<file path="config.mk">
export PLATFORM = sky130hd
export DESIGN_NAME = nvm_ctl
export DESIGN_NICKNAME = d
export VERILOG_FILES = /design/src/hdl/nvm_ctl_pkg.sv /design/src/hdl/nvm_ctl.sv
export SDC_FILE = /design/constraint.sdc
export NUM_CORES = 1
export LEC_CHECK = 0
export BUFFER_PORTS_ARGS = -buffer_cell sky130_fd_sc_hd__buf_2
export CORE_ASPECT_RATIO = 1.1
export CORE_MARGIN = 2
export CORE_UTILIZATION = 45
export CTS_BUF_LIST = sky130_fd_sc_hd__clkbuf_8
export CTS_CLUSTER_DIAMETER = 30
export CTS_CLUSTER_SIZE = 12
export DETAILED_ROUTE_END_ITERATION = 7
export MAX_ROUTING_LAYER = met4
export PLACE_DENSITY = 0.71
export SYNTH_ARGS = -nofsm -noshare
export SYNTH_HDL_FRONTEND = slang
export SYNTH_SLANG_ARGS = --single-unit
</file>
<file path="constraint.sdc">
create_clock -name clk_sys -period 2.6 [get_ports clk_sys]
set_clock_uncertainty 0.2 [all_clocks]
set_input_delay 0.65 -clock clk_sys [delete_from_list [all_inputs] [get_ports clk_sys]]
set_output_delay 0.65 -clock clk_sys [all_outputs]
set_load 0.02 [all_outputs]
</file>
<file path="src/hdl/nvm_ctl_pkg.sv">
// Purpose: constants shared by the nonvolatile memory program/erase controller
// Assumes: 200 MHz system clock, 32-bit register bus, 8-bit registers in byte lane 0
// Notes: offsets are byte addresses; every register is one aligned word
package nvm_ctl_pkg;
    // register byte offsets
    localparam logic [7:0] OFF_CONTROL = 8'h00;
    localparam logic [7:0] OFF_UNLOCK = 8'h04;
    localparam logic [7:0] OFF_ADDR_LOW = 8'h08;
    localparam logic [7:0] OFF_ADDR_HIGH = 8'h0C;
    localparam logic [7:0] OFF_DATA_LOW = 8'h10;
    localparam logic [7:0] OFF_DATA_HIGH = 8'h14;
    localparam logic [7:0] OFF_STATUS = 8'h18;
    // control and status register bit positions
    localparam int BIT_RD = 0;
    localparam int BIT_WR = 1;
    localparam int BIT_PGM_EN = 2;
    localparam int BIT_ERR = 3;
    localparam int BIT_FREE = 4;
    localparam int BIT_LATCH_ONLY = 5;
    localparam int BIT_SPACE = 6;
    localparam int BIT_DONE = 0;
    // unlock key bytes
    localparam logic [7:0] KEY_FIRST = 8'h55;
    localparam logic [7:0] KEY_SECOND = 8'hAA;
    // geometry
    localparam int ADDR_W = 15;
    localparam int DATA_W = 14;
    localparam int ROW_WORDS = 32;
    localparam int ROW_IDX_W = 5;
    localparam logic [DATA_W-1:0] LATCH_ERASED = 14'h3FFF;
    localparam logic ADDR_HIGH_TOP_READ = 1'b1;
    // bus responses
    localparam logic [1:0] RESP_OKAY = 2'b00;
    localparam logic [1:0] RESP_SLVERR = 2'b10;
    // self-timed operation length
    localparam int CLK_PERIOD_NS = 5;
    localparam int OP_TIME_NS = 2000;
    localparam int OP_CYCLES = (OP_TIME_NS + CLK_PERIOD_NS - 1) / CLK_PERIOD_NS;
    // array operation codes, gray along idle-read-write path
    typedef enum logic [2:0] {
        OP_IDLE = 3'b000,
        OP_READ = 3'b001,
        OP_EE_WRITE = 3'b011,
        OP_ROW_ERASE = 3'b010,
        OP_ROW_PROG = 3'b110
    } op_t;
    // unlock progress
    typedef enum logic [1:0] {
        UL_IDLE = 2'b00,
        UL_FIRST = 2'b01,
        UL_ARMED = 2'b11
    } unlock_t;
endpackage

</file>
<file path="src/hdl/nvm_ctl.sv">
// Purpose: program/erase/read controller for on-chip flash and eeprom, AXI4-Lite registers
// Assumes: array shows read data while arr_start stands; arr_wp is same-clock logic
// Notes: one register access counts as one instruction cycle for the unlock sequence
//
// Local design decisions: the address map and the AXI4-Lite slave port.
`timescale 1ns/100ps
module nvm_ctl import nvm_ctl_pkg::*; #(
    parameter int OP_LEN = OP_CYCLES
) (
    input wire logic clk_sys,
    input wire logic sys_rst,
    input wire logic core_rst,
    input wire logic [7:0] awaddr,
    input wire logic awvalid,
    output logic awready,
    input wire logic [31:0] wdata,
    input wire logic [3:0] wstrb,
    input wire logic wvalid,
    output logic wready,
    output logic [1:0] bresp,
    output logic bvalid,
    input wire logic bready,
    input wire logic [7:0] araddr,
    input wire logic arvalid,
    output logic arready,
    output logic [31:0] rdata,
    output logic [1:0] rresp,
    output logic rvalid,
    input wire logic rready,
    output logic arr_start,
    output logic [2:0] arr_op,
    output logic arr_space,
    output logic [ADDR_W-1:0] arr_addr,
    output logic [DATA_W-1:0] arr_wdata,
    output logic [ROW_WORDS*DATA_W-1:0] arr_row,
    input wire logic [DATA_W-1:0] arr_rdata,
    input wire logic arr_wp,
    output logic memory_op_done_flag
);
    typedef struct packed {
        logic awready;
        logic wready;
        logic arready;
        logic aw_ok;
        logic [7:0] awaddr;
        logic w_ok;
        logic [7:0] wdata;
        logic wstrb0;
        logic bvalid;
        logic [1:0] bresp;
        logic rvalid;
        logic [7:0] rdata;
        logic [1:0] rresp;
        logic [7:0] raddr;
        logic space;
        logic latch_only;
        logic free;
        logic err;
        logic pgm_en;
        logic wr;
        logic rd;
        logic [ADDR_W-1:0] addr;
        logic [DATA_W-1:0] data;
        unlock_t unlock;
        logic busy;
        logic [15:0] cnt;
        op_t op;
        logic arr_start;
        logic arr_space;
        logic [ADDR_W-1:0] arr_addr;
        logic [DATA_W-1:0] arr_wdata;
        logic [ROW_WORDS-1:0][DATA_W-1:0] latch;
        logic done;
    } state_t;

    state_t s_r;
    state_t s_nxt;
    logic do_wr;
    logic do_rd;
    logic ctl_wr;
    logic start_go;
    logic latch_go;
    logic err_clr;
    logic expected;

    function automatic logic is_mapped(input logic [7:0] a);
        return a inside {OFF_CONTROL, OFF_UNLOCK, OFF_ADDR_LOW, OFF_ADDR_HIGH,
                         OFF_DATA_LOW, OFF_DATA_HIGH, OFF_STATUS};
    endfunction

    function automatic logic [7:0] reg_read(input state_t s, input logic [7:0] a);
        logic [7:0] v;
        v = 8'h00;
        unique case (a)
            OFF_CONTROL: v = {1'b0, s.space, s.latch_only, s.free, s.err, s.pgm_en,
                              s.wr, s.rd};
            OFF_ADDR_LOW: v = s.addr[7:0];
            OFF_ADDR_HIGH: v = {ADDR_HIGH_TOP_READ, s.addr[ADDR_W-1:8]};
            OFF_DATA_LOW: v = s.data[7:0];
            OFF_DATA_HIGH: v = {2'b00, s.data[DATA_W-1:8]};
            OFF_STATUS: v = {7'h00, s.done};
            default: v = 8'h00; // key register is write-only, unmapped reads zero
        endcase
        return v;
    endfunction

    // next-state logic: bus slave, unlock tracking, operation sequencing
    always_comb begin
        s_nxt = s_r;
        s_nxt.arr_start = 1'b0;
        start_go = 1'b0;
        latch_go = 1'b0;
        err_clr = 1'b0;
        expected = 1'b0;
        // channel handshakes; address and data may arrive in either order
        if (awvalid && s_r.awready) begin
            s_nxt.aw_ok = 1'b1;
            s_nxt.awaddr = awaddr;
        end
        if (wvalid && s_r.wready) begin
            s_nxt.w_ok = 1'b1;
            s_nxt.wdata = wdata[7:0];
            s_nxt.wstrb0 = wstrb[0];
        end
        if (bready && s_r.bvalid) begin
            s_nxt.bvalid = 1'b0;
        end
        if (rready && s_r.rvalid) begin
            s_nxt.rvalid = 1'b0;
        end
        do_wr = s_r.aw_ok && s_r.w_ok && !s_r.bvalid;
        do_rd = arvalid && s_r.arready;
        ctl_wr = do_wr && s_r.wstrb0 && s_r.awaddr == OFF_CONTROL;

        // unlock tracking: each access is one step, anything off-sequence drops it
        if (do_wr || do_rd) begin
            expected = !do_rd && do_wr && s_r.wstrb0 &&
                ((s_r.unlock == UL_FIRST && s_r.awaddr == OFF_UNLOCK &&
                  s_r.wdata == KEY_SECOND) ||
                 (s_r.unlock == UL_ARMED && s_r.awaddr == OFF_CONTROL));
            if (!do_rd && do_wr && s_r.wstrb0 && s_r.awaddr == OFF_UNLOCK &&
                s_r.wdata == KEY_FIRST) begin
                s_nxt.unlock = UL_FIRST;
            end else if (expected && s_r.unlock == UL_FIRST) begin
                s_nxt.unlock = UL_ARMED;
            end else begin
                s_nxt.unlock = UL_IDLE;
            end
        end

        // register writes; narrow registers live in byte lane 0
        if (do_wr) begin
            s_nxt.aw_ok = 1'b0;
            s_nxt.w_ok = 1'b0;
            s_nxt.bvalid = 1'b1;
            s_nxt.bresp = is_mapped(s_r.awaddr) ? RESP_OKAY : RESP_SLVERR;
            if (s_r.wstrb0) begin
                unique case (s_r.awaddr)
                    OFF_CONTROL: begin
                        s_nxt.space = s_r.wdata[BIT_SPACE];
                        s_nxt.latch_only = s_r.wdata[BIT_LATCH_ONLY];
                        s_nxt.free = s_r.wdata[BIT_FREE];
                        s_nxt.pgm_en = s_r.wdata[BIT_PGM_EN];
                        s_nxt.err = s_r.wdata[BIT_ERR];
                        err_clr = !s_r.wdata[BIT_ERR];
                        // read bit can only be set; read refused while busy
                        if (s_r.wdata[BIT_RD] && !s_r.rd && !s_r.busy &&
                            !s_r.wdata[BIT_WR]) begin
                            s_nxt.rd = 1'b1;
                            s_nxt.arr_start = 1'b1;
                            s_nxt.op = OP_READ;
                            s_nxt.arr_space = s_nxt.space;
                            s_nxt.arr_addr = s_r.addr;
                        end
                    end
                    OFF_ADDR_LOW: s_nxt.addr[7:0] = s_r.wdata;
                    OFF_ADDR_HIGH: s_nxt.addr[ADDR_W-1:8] = s_r.wdata[6:0];
                    OFF_DATA_LOW: s_nxt.data[7:0] = s_r.wdata;
                    OFF_DATA_HIGH: s_nxt.data[DATA_W-1:8] = s_r.wdata[5:0];
                    OFF_STATUS: begin
                        if (s_r.wdata[BIT_DONE]) begin
                            s_nxt.done = 1'b0;
                        end
                    end
                    default: s_nxt.done = s_r.done;
                endcase
            end
        end

        // a broken unlock sequence is a fault
        if ((do_wr || do_rd) && s_r.unlock != UL_IDLE && !expected &&
            !(s_r.unlock == UL_FIRST && s_nxt.unlock == UL_FIRST)) begin
            s_nxt.err = 1'b1;
        end

        // start request: only straight after the key pair, enable set, not busy
        if (ctl_wr && s_r.wdata[BIT_WR] && s_r.unlock == UL_ARMED && !s_r.busy &&
            s_nxt.pgm_en) begin
            if (!s_nxt.space && !s_nxt.free && s_nxt.latch_only) begin
                // latch load: no protection check, no array cycle, done at once
                latch_go = 1'b1;
                s_nxt.latch[s_r.addr[ROW_IDX_W-1:0]] = s_r.data;
            end else if (arr_wp) begin
                s_nxt.err = 1'b1;
            end else begin
                start_go = 1'b1;
                s_nxt.busy = 1'b1;
                s_nxt.wr = 1'b1;
                s_nxt.cnt = 16'(OP_LEN - 1);
                s_nxt.arr_start = 1'b1;
                s_nxt.arr_space = s_nxt.space;
                s_nxt.arr_addr = s_r.addr;
                s_nxt.arr_wdata = s_r.data;
                if (s_nxt.space) begin
                    s_nxt.op = OP_EE_WRITE;
                end else if (s_nxt.free) begin
                    s_nxt.op = OP_ROW_ERASE;
                end else begin
                    s_nxt.op = OP_ROW_PROG;
                end
            end
        end

        // read answer is taken while the strobe stands
        if (s_r.rd) begin
            s_nxt.rd = 1'b0;
            s_nxt.op = OP_IDLE;
            s_nxt.data[7:0] = arr_rdata[7:0];
            if (!s_r.arr_space) begin
                s_nxt.data[DATA_W-1:8] = arr_rdata[DATA_W-1:8];
            end
        end

        // self-timed countdown; a zero written to the start bit is not looked at
        if (s_r.busy) begin
            s_nxt.wr = 1'b1;
            if (s_r.cnt == 16'h0000) begin
                s_nxt.busy = 1'b0;
                s_nxt.wr = 1'b0;
                s_nxt.free = 1'b0;
                s_nxt.done = 1'b1;
                s_nxt.op = OP_IDLE;
                if (s_r.op == OP_ROW_PROG) begin
                    for (int i = 0; i < ROW_WORDS; i++) begin
                        s_nxt.latch[i] = LATCH_ERASED;
                    end
                end
            end else begin
                s_nxt.cnt = s_r.cnt - 16'h0001;
            end
        end

        // register reads answer one cycle after the address is taken
        if (do_rd) begin
            s_nxt.rvalid = 1'b1;
            s_nxt.raddr = araddr;
            s_nxt.rdata = reg_read(s_r, araddr);
            s_nxt.rresp = is_mapped(araddr) ? RESP_OKAY : RESP_SLVERR;
        end

        // core reset: an operation it cuts short leaves the fault flag behind
        if (core_rst) begin
            if (s_r.busy) begin
                s_nxt.err = 1'b1;
            end
            s_nxt.busy = 1'b0;
            s_nxt.wr = 1'b0;
            s_nxt.rd = 1'b0;
            s_nxt.free = 1'b0;
            s_nxt.latch_only = 1'b0;
            s_nxt.space = 1'b0;
            s_nxt.pgm_en = 1'b0;
            s_nxt.unlock = UL_IDLE;
            s_nxt.op = OP_IDLE;
            s_nxt.arr_start = 1'b0;
        end

        // ready lines registered so every output comes from a flop
        s_nxt.awready = !s_nxt.aw_ok;
        s_nxt.wready = !s_nxt.w_ok;
        s_nxt.arready = !s_nxt.rvalid;

        if (sys_rst) begin
            s_nxt = '0;
            s_nxt.unlock = UL_IDLE;
            s_nxt.op = OP_IDLE;
            s_nxt.latch = {ROW_WORDS{LATCH_ERASED}};
        end
    end

    // fault flag just keeps its old value during an operation, which is one legal reading
    always_ff @(posedge clk_sys) begin
        s_r <= s_nxt;
    end

    assign awready = s_r.awready;
    assign wready = s_r.wready;
    assign bvalid = s_r.bvalid;
    assign bresp = s_r.bresp;
    assign arready = s_r.arready;
    assign rvalid = s_r.rvalid;
    assign rdata = {24'h000000, s_r.rdata};
    assign rresp = s_r.rresp;
    assign arr_start = s_r.arr_start;
    assign arr_op = s_r.op;
    assign arr_space = s_r.arr_space;
    assign arr_addr = s_r.arr_addr;
    assign arr_wdata = s_r.arr_wdata;
    assign arr_row = s_r.latch;
    assign memory_op_done_flag = s_r.done;
endmodule

</file>
==> flow_summary_export.csv, run 1 <==
group,metric,value,unit
outcome,status,"finished clean",
cells_and_area,final_area,28900,um^2
place,place.detailed.hpwl,51700,um
timing,rsz0062_at_grt,"false",
logic_synthesis,ys_seq_area_share,44.2,%
timing,report.final.hold_viol_count,0,
worst_setup_path,worstReg2RegEnd,"arr_row[71]",
drt,drc,0,
logic_synthesis,ys.flop_type,"dfxtp_1",
timing,relSlewSlack,46.4,%
worst_setup_path,r2r_start,"s_r[570]",
cts,ctsRootBufferMaster,"clkbuf_8",
worst_setup_path,critical_path.max_fanout,12,
grt,overflow,0,
logic_synthesis,synth.most_common_cell,"nand2_1",
timing,worst_slew_pin_slew,0.804,ns
timing,fin_crit,2.37,ns
worst_setup_path,worstSetupPathType,"flip-flop to flip-flop",
cells_and_area,areaGrowthSynthToFinish,11.6,%
logic_synthesis,synth_area_leaders,"dfxtp_1, buf_4, nand2_1, nand3_1, mux2i_1",
drt,vias,21200,
cts,clk_latency,0.71,ns
place,place_area,26200,um^2
drt,wl_per_cell,18.5,um
pwr,comb_power_share,2.5,%
pwr,p_int,14.5,mW
worst_setup_path,cpMostUsedCell,"buf_4",
timing,slew_viol_final,0,
drt,ant_nets,0,
place,dp_slack,0.0345,ns
cells_and_area,nets,3394,
worst_setup_path,crit_path_start,"s_r[570]",
worst_setup_path,r2r_setup_slack,0.23,ns
grt,grt_pass1_vias,19400,
cts,h-tree-depth,3,
worst_setup_path,crit_chain,"or4_4, nor4_4, buf_12, buf_4, and4_1, buf_4, nand2_1, nand3_1",
place,gp_congestion,0.885,
timing,fin_setup_tns,0,ns
grt,grt_first_pass_wirelength,116000,um
logic_synthesis,synth-edff-count,0,
die,die_x,233,um
pwr,peakVddDrop,0.446,mV
drt,dr.pass1.iters,5,
worst_setup_path,crit_arrival,2.81,ns
pwr,p_leak,13.5,nW
logic_synthesis,avgSynthCellArea,7.96,um^2
pwr,powerDensity,660,nW/um^2
die,start_util,45.4,%
hold_path,min_path_type,"input port to flip-flop",
drt,wl,76800,um
drt,vias_per_cell,5.10,
logic_synthesis,synth_top_area_share,44.2,%
worst_setup_path,path_depth,8,
grt,use_met1,30.6,%
timing,period_share,91.3,%
die,die-area,59600,um^2
pwr,total_power,19.1,mW
grt,grtUsageTotal,25.7,%
logic_synthesis,synth_warnings,0,
die,top_level_ports,599,
worst_setup_path,cp_num_buf_inv,3,
timing,hold_ws,0.0736,ns
logic_synthesis,yosysUniqueCellTypes,67,
logic_synthesis,synthArstFlopShare,0,%
grt,grt_util_met3,4.95,%
cts,cts_buffers,104,
cts,clock_tree.buffer_depth,3,
timing,timing.fmax,421,MHz
cells_and_area,instances_no_fill,4158,
worst_setup_path,crit_required,3.04,ns
pwr,pwr-share-seq,46.1,%
place,placedCellCount,3933,
drt,first_iter_violations,1715,
worst_setup_path,slowest_delay,0.56,ns
worst_setup_path,cp-start-kind,"flip-flop",
die,fp.dieH,256,um
timing,timing.final.ws_setup,0.225,ns
timing,setup_viol,0,
cts,clock_sinks,572,
pwr,switching_power,4.55,mW
cells_and_area,drive_above_1_share,27.3,%
grt,met2_usage,41.6,%
grt,gr-max-usage-layer,"met2",
logic_synthesis,synth_top_cells_by_count,"nand2_1, dfxtp_1, buf_4",
cts,cts_tree,"built",
grt,antenna_found_initial,1,
cells_and_area,fin_util,50.7,%
logic_synthesis,synth_area_leader_cell,"dfxtp_1",
worst_setup_path,end_kind,"flip-flop",
worst_setup_path,r2r_cells,8,
logic_synthesis,synth_area,25900,um^2
worst_setup_path,worstSetupEndpoint,"arr_row[71]",
place,port_buffers,545,
die,num_rows,92,
job,maxCapViolCount,0,
worst_setup_path,crit_slowest_cell,"or4_4",
worst_setup_path,cp_top_family,"simple AND/OR/NAND/NOR gates",
pwr,pwr-share-clk,51.4,%
die,core,57100,um^2
logic_synthesis,ys_ff_latch,572,
logic_synthesis,synth_cells,3258,
cts,clk_pin_slew,0.06,ns
hold_path,min_from,"arr_rdata[1]",
pwr,sw_frac_of_total,23.8,%
grt,grt_max_degree,60,
-- flip-flops by register name, indices dropped and copies added (netlist names), 3 cells and up --
register	count
arr_op	3
arr_wdata	14
s_r	74
arr_row	448
arr_addr	15
rdata	8
-- placed cells by master, fill, tap and decap left out, types with 10 or more instances in the layout --
| master | count |
|---|---|
| nand3_1 | 464 |
| nand2b_1 | 12 |
| mux2i_1 | 54 |
| nand2_1 | 986 |
| a21oi_1 | 49 |
| nor3_1 | 35 |
| conb_1 | 26 |
| clkbuf_8 | 117 |
| nand4_1 | 13 |
| buf_2 | 544 |
| o21ai_0 | 11 |
| nor2b_1 | 11 |
| bufinv_16 | 13 |
| and3_1 | 20 |
| clkinv_2 | 10 |
| dfxtp_1 | 557 |
| nor2_1 | 83 |
| buf_12 | 45 |
| dfxtp_2 | 14 |
| buf_4 | 95 |
| clkinv_4 | 10 |
| clkinvlp_4 | 16 |
| inv_1 | 20 |
| nand4_4 | 13 |
| nand3_4 | 11 |
| dlygate4sd3_1 | 26 |
| and4_1 | 17 |
-- logic make-up (layout without fill, tap and decap cells) --
kind of cell    count (synthesis)  in the layout  synth area share, %
buf+inv                       788            910                 19.9
compound gates                113            113                 2.79
mux                            60             60                 2.35
xor+xnor                        5              5                0.169
simple gates                 1718           1718                 30.6
flops                         572            572                 44.2
fa+ha+maj                       1              1               0.0482
other cells                     1             27               0.0145
-- tightest hold or removal path, cell delays in order --
cell     delay (ns)
buf_2          0.08
nand2_1        0.04
o21ai_0        0.05
nor2b_1        0.12
-- final cells by class --
class	count	area [um^2]
Antenna cell	1	2.50
Clock buffer	117	1610
Clock inverter	76	850
Fill cell	5339	28200
Inverter	7	26.3
Multi-Input combinational cell	1923	9440
Sequential cell	572	11500
Tap cell	752	941
Timing Repair Buffer	710	4600
-- layer usage --
metal / part of all wire (%) / up-vias
li1: - / 10200
met1: 40 / 9862
met2: 48 / 953
met3: 7.8 / 203
met4: 4.5 / 0
met5: 0 / -
-- timing repair --
action | CTS | global route
hold buffers | 26 | 0
endpoints found under the hold margin | 27 | 0
setup endpoints to repair | 0 | 91
setup buffers | 0 | 5
resized for setup | 0 | 2
-- power by group through the flow --
| stage | Sequential [mW] | Combinational (mW) | Clock (mW) |
|---|---|---|---|
| 2_1_floorplan | 9.00 | 0.297 | 0 |
| 3_3_place_gp | 9.00 | 0.431 | 0 |
| 3_5_place_dp | 9.00 | 0.429 | 0 |
| 4_1_cts | 8.81 | 0.461 | 9.98 |
| 5_1_grt | 8.80 | 0.505 | 10.4 |
| 6_report | 8.81 | 0.468 | 9.82 |
-- worst min path at each step --
stage	end	slack [ns]	cells after the start
2_1_floorplan	s_r[535]	0.23	2
3_3_place_gp	arr_wdata[0]	0.24	2
3_5_place_dp	arr_wdata[13]	0.24	2
4_1_cts	s_r[515]	0.00003	3
5_1_grt	s_r[515]	0.02	3
6_report	s_r[503]	0.07	4
Power figures use the tool's default switching activity.
==> run 2, diff against run 1 <==
--- a/config.mk
+++ b/config.mk
@@ -15,6 +15,7 @@
 export DETAILED_ROUTE_END_ITERATION = 7
 export MAX_ROUTING_LAYER = met4
 export PLACE_DENSITY = 0.71
+export SETUP_SLACK_MARGIN = 0.3
 export SYNTH_ARGS = -nofsm -noshare
 export SYNTH_HDL_FRONTEND = slang
 export SYNTH_SLANG_ARGS = --single-unit
==> flow_summary_export.csv, run 2 (same netlist as run 1, synthesis figures left out) <==
group,metric,value,unit
job,maxCapViolCount,0,
die,start_util,45.4,%
cells_and_area,mostFrequentLayoutCells,"nand2_1, dfxtp_1, buf_2",
timing,hold_ws,0.0916,ns
timing,fin_setup_tns,0,ns
cts,clk_pin_slew,0.07,ns
timing,fin_crit,2.49,ns
grt,grt_util_met3,5.76,%
worst_setup_path,path_depth,10,
cells_and_area,regArea,11500,um^2
drt,wl_per_cell,21.1,um
drt,vias,22900,
worst_setup_path,cp_top_family,"simple AND/OR/NAND/NOR gates",
cells_and_area,drive_above_1_share,41.7,%
grt,met2_usage,42.5,%
cts,clock_tree.buffer_depth,3,
place,gp_congestion,0.900,
worst_setup_path,r2r_start,"s_r[573]",
cells_and_area,largest_reg_flops,448,
worst_setup_path,r2r_cells,10,
die,fp.dieH,256,um
grt,antenna_found_initial,2,
drt,dr.pass1.iters,5,
worst_setup_path,cp-start-kind,"flip-flop",
cells_and_area,instances_no_fill,4237,
worst_setup_path,end_kind,"flip-flop",
grt,gr-max-usage-layer,"met2",
die,die-area,59600,um^2
timing,rsz0062_at_grt,"true",
timing,period_share,95.7,%
die,core,57100,um^2
timing,relSlewSlack,40.7,%
pwr,p_leak,15.3,nW
grt,grt_max_degree,67,
grt,overflow,0,
place,placedCellCount,3927,
cells_and_area,multiInputGateArea,12000,um^2
worst_setup_path,worstSetupPathType,"flip-flop to flip-flop",
timing,slew_viol_final,0,
place,port_buffers,545,
hold_path,min_from,"awvalid",
place,place_area,26200,um^2
timing,setup_viol,0,
cts,clock_sinks,572,
drt,ant_nets,0,
cts,clk_latency,0.70,ns
grt,grtUsageTotal,26.9,%
outcome,status,"finished clean",
die,top_level_ports,599,
grt,grt_pass1_vias,20500,
worst_setup_path,crit_chain,"or4_4, nor4_4, buf_6, buf_12, buf_12, clkbuf_16, and3_4, clkbuf_16, nand2_1, nand3_1",
cells_and_area,final_common_cell,"nand2_1",
drt,vias_per_cell,5.41,
cells_and_area,fin_util,57.1,%
worst_setup_path,critical_path.max_fanout,8,
worst_setup_path,cp_num_buf_inv,5,
worst_setup_path,worstSetupEndpoint,"arr_row[376]",
timing,timing.fmax,402,MHz
worst_setup_path,worstReg2RegEnd,"arr_row[376]",
worst_setup_path,r2r_setup_slack,0.11,ns
timing,worst_slew_pin_slew,0.890,ns
worst_setup_path,crit_slowest_cell,"or4_4",
cells_and_area,final_area,32600,um^2
grt,grt_first_pass_wirelength,121000,um
cts,ctsRootBufferMaster,"clkbuf_8",
drt,wl,89500,um
timing,report.final.hold_viol_count,0,
worst_setup_path,slowest_delay,0.55,ns
cts,cts_buffers,104,
cells_and_area,nets,3471,
place,place.detailed.hpwl,51800,um
drt,drc,0,
hold_path,min_path_type,"input port to flip-flop",
cells_and_area,areaGrowthSynthToFinish,25.6,%
drt,first_iter_violations,1843,
die,num_rows,92,
pwr,peakVddDrop,0.436,mV
pwr,powerDensity,579,nW/um^2
worst_setup_path,crit_arrival,2.94,ns
die,die_x,233,um
grt,use_met1,31.8,%
cts,h-tree-depth,3,
worst_setup_path,crit_path_start,"s_r[573]",
worst_setup_path,crit_required,3.05,ns
cts,cts_tree,"built",
cells_and_area,fillers,4831,
[run 2: per-stage QoR]
stage | setup slack [ns] | power, mW
after floorplan | 0.272 | 9.30
after global placement | 0.147 | 9.42
after detailed placement | 0.106 | 9.43
after CTS | 0.172 | 18.9
after global routing | 0.0149 | 19.4
final | 0.112 | 18.9
[run 2: report_power, final]
part           leakage [nW]  internal [mW]  switching, mW
registers              4.64           8.78         0.0236
clock network          1.21           5.11           4.44
logic                  9.47          0.183          0.337
total                  15.3           14.1           4.80
[run 2: timing repair]
action                     in CTS  in global routing
hold endpoints to repair       30                  0
hold buffers                   29                  0
pin swaps                      59                204
buffers inserted               18                 26
cloned                         15                 26
setup endpoints to repair     437                504
resized for setup             136                531
[run 2: worst min path at each step]
stage                         end  cells past startpoint
floorplan                s_r[535]                      2
global placement     arr_wdata[0]                      2
detailed placement  arr_wdata[10]                      2
CTS                      s_r[572]                      3
global route             s_r[503]                      4
finish                   s_r[574]                      3
[run 2: cell type report]
type                    instances  area share, %
repair buffers                770           17.8
clock inverters                79           2.39
multi-input cells            1940           36.7
diodes                          2         0.0154
flip-flops and latches        572           35.3
well taps                     752           2.89
inverters                       7         0.0807
clock buffers                 115           4.86
[run 2: metal layers]
layer	share of wire, %	up-vias	wire [um]
met5	0	-	0
met4	5.3	0	4730
met3	8.5	320	7590
met2	48	1222	43200
met1	38	10900	33900
li1	-	10400	-
[run 2: tightest hold or removal path, stage by stage]
cell,delay [ns]
buf_2,0.15
nand3_1,0.09
a21oi_1,0.05
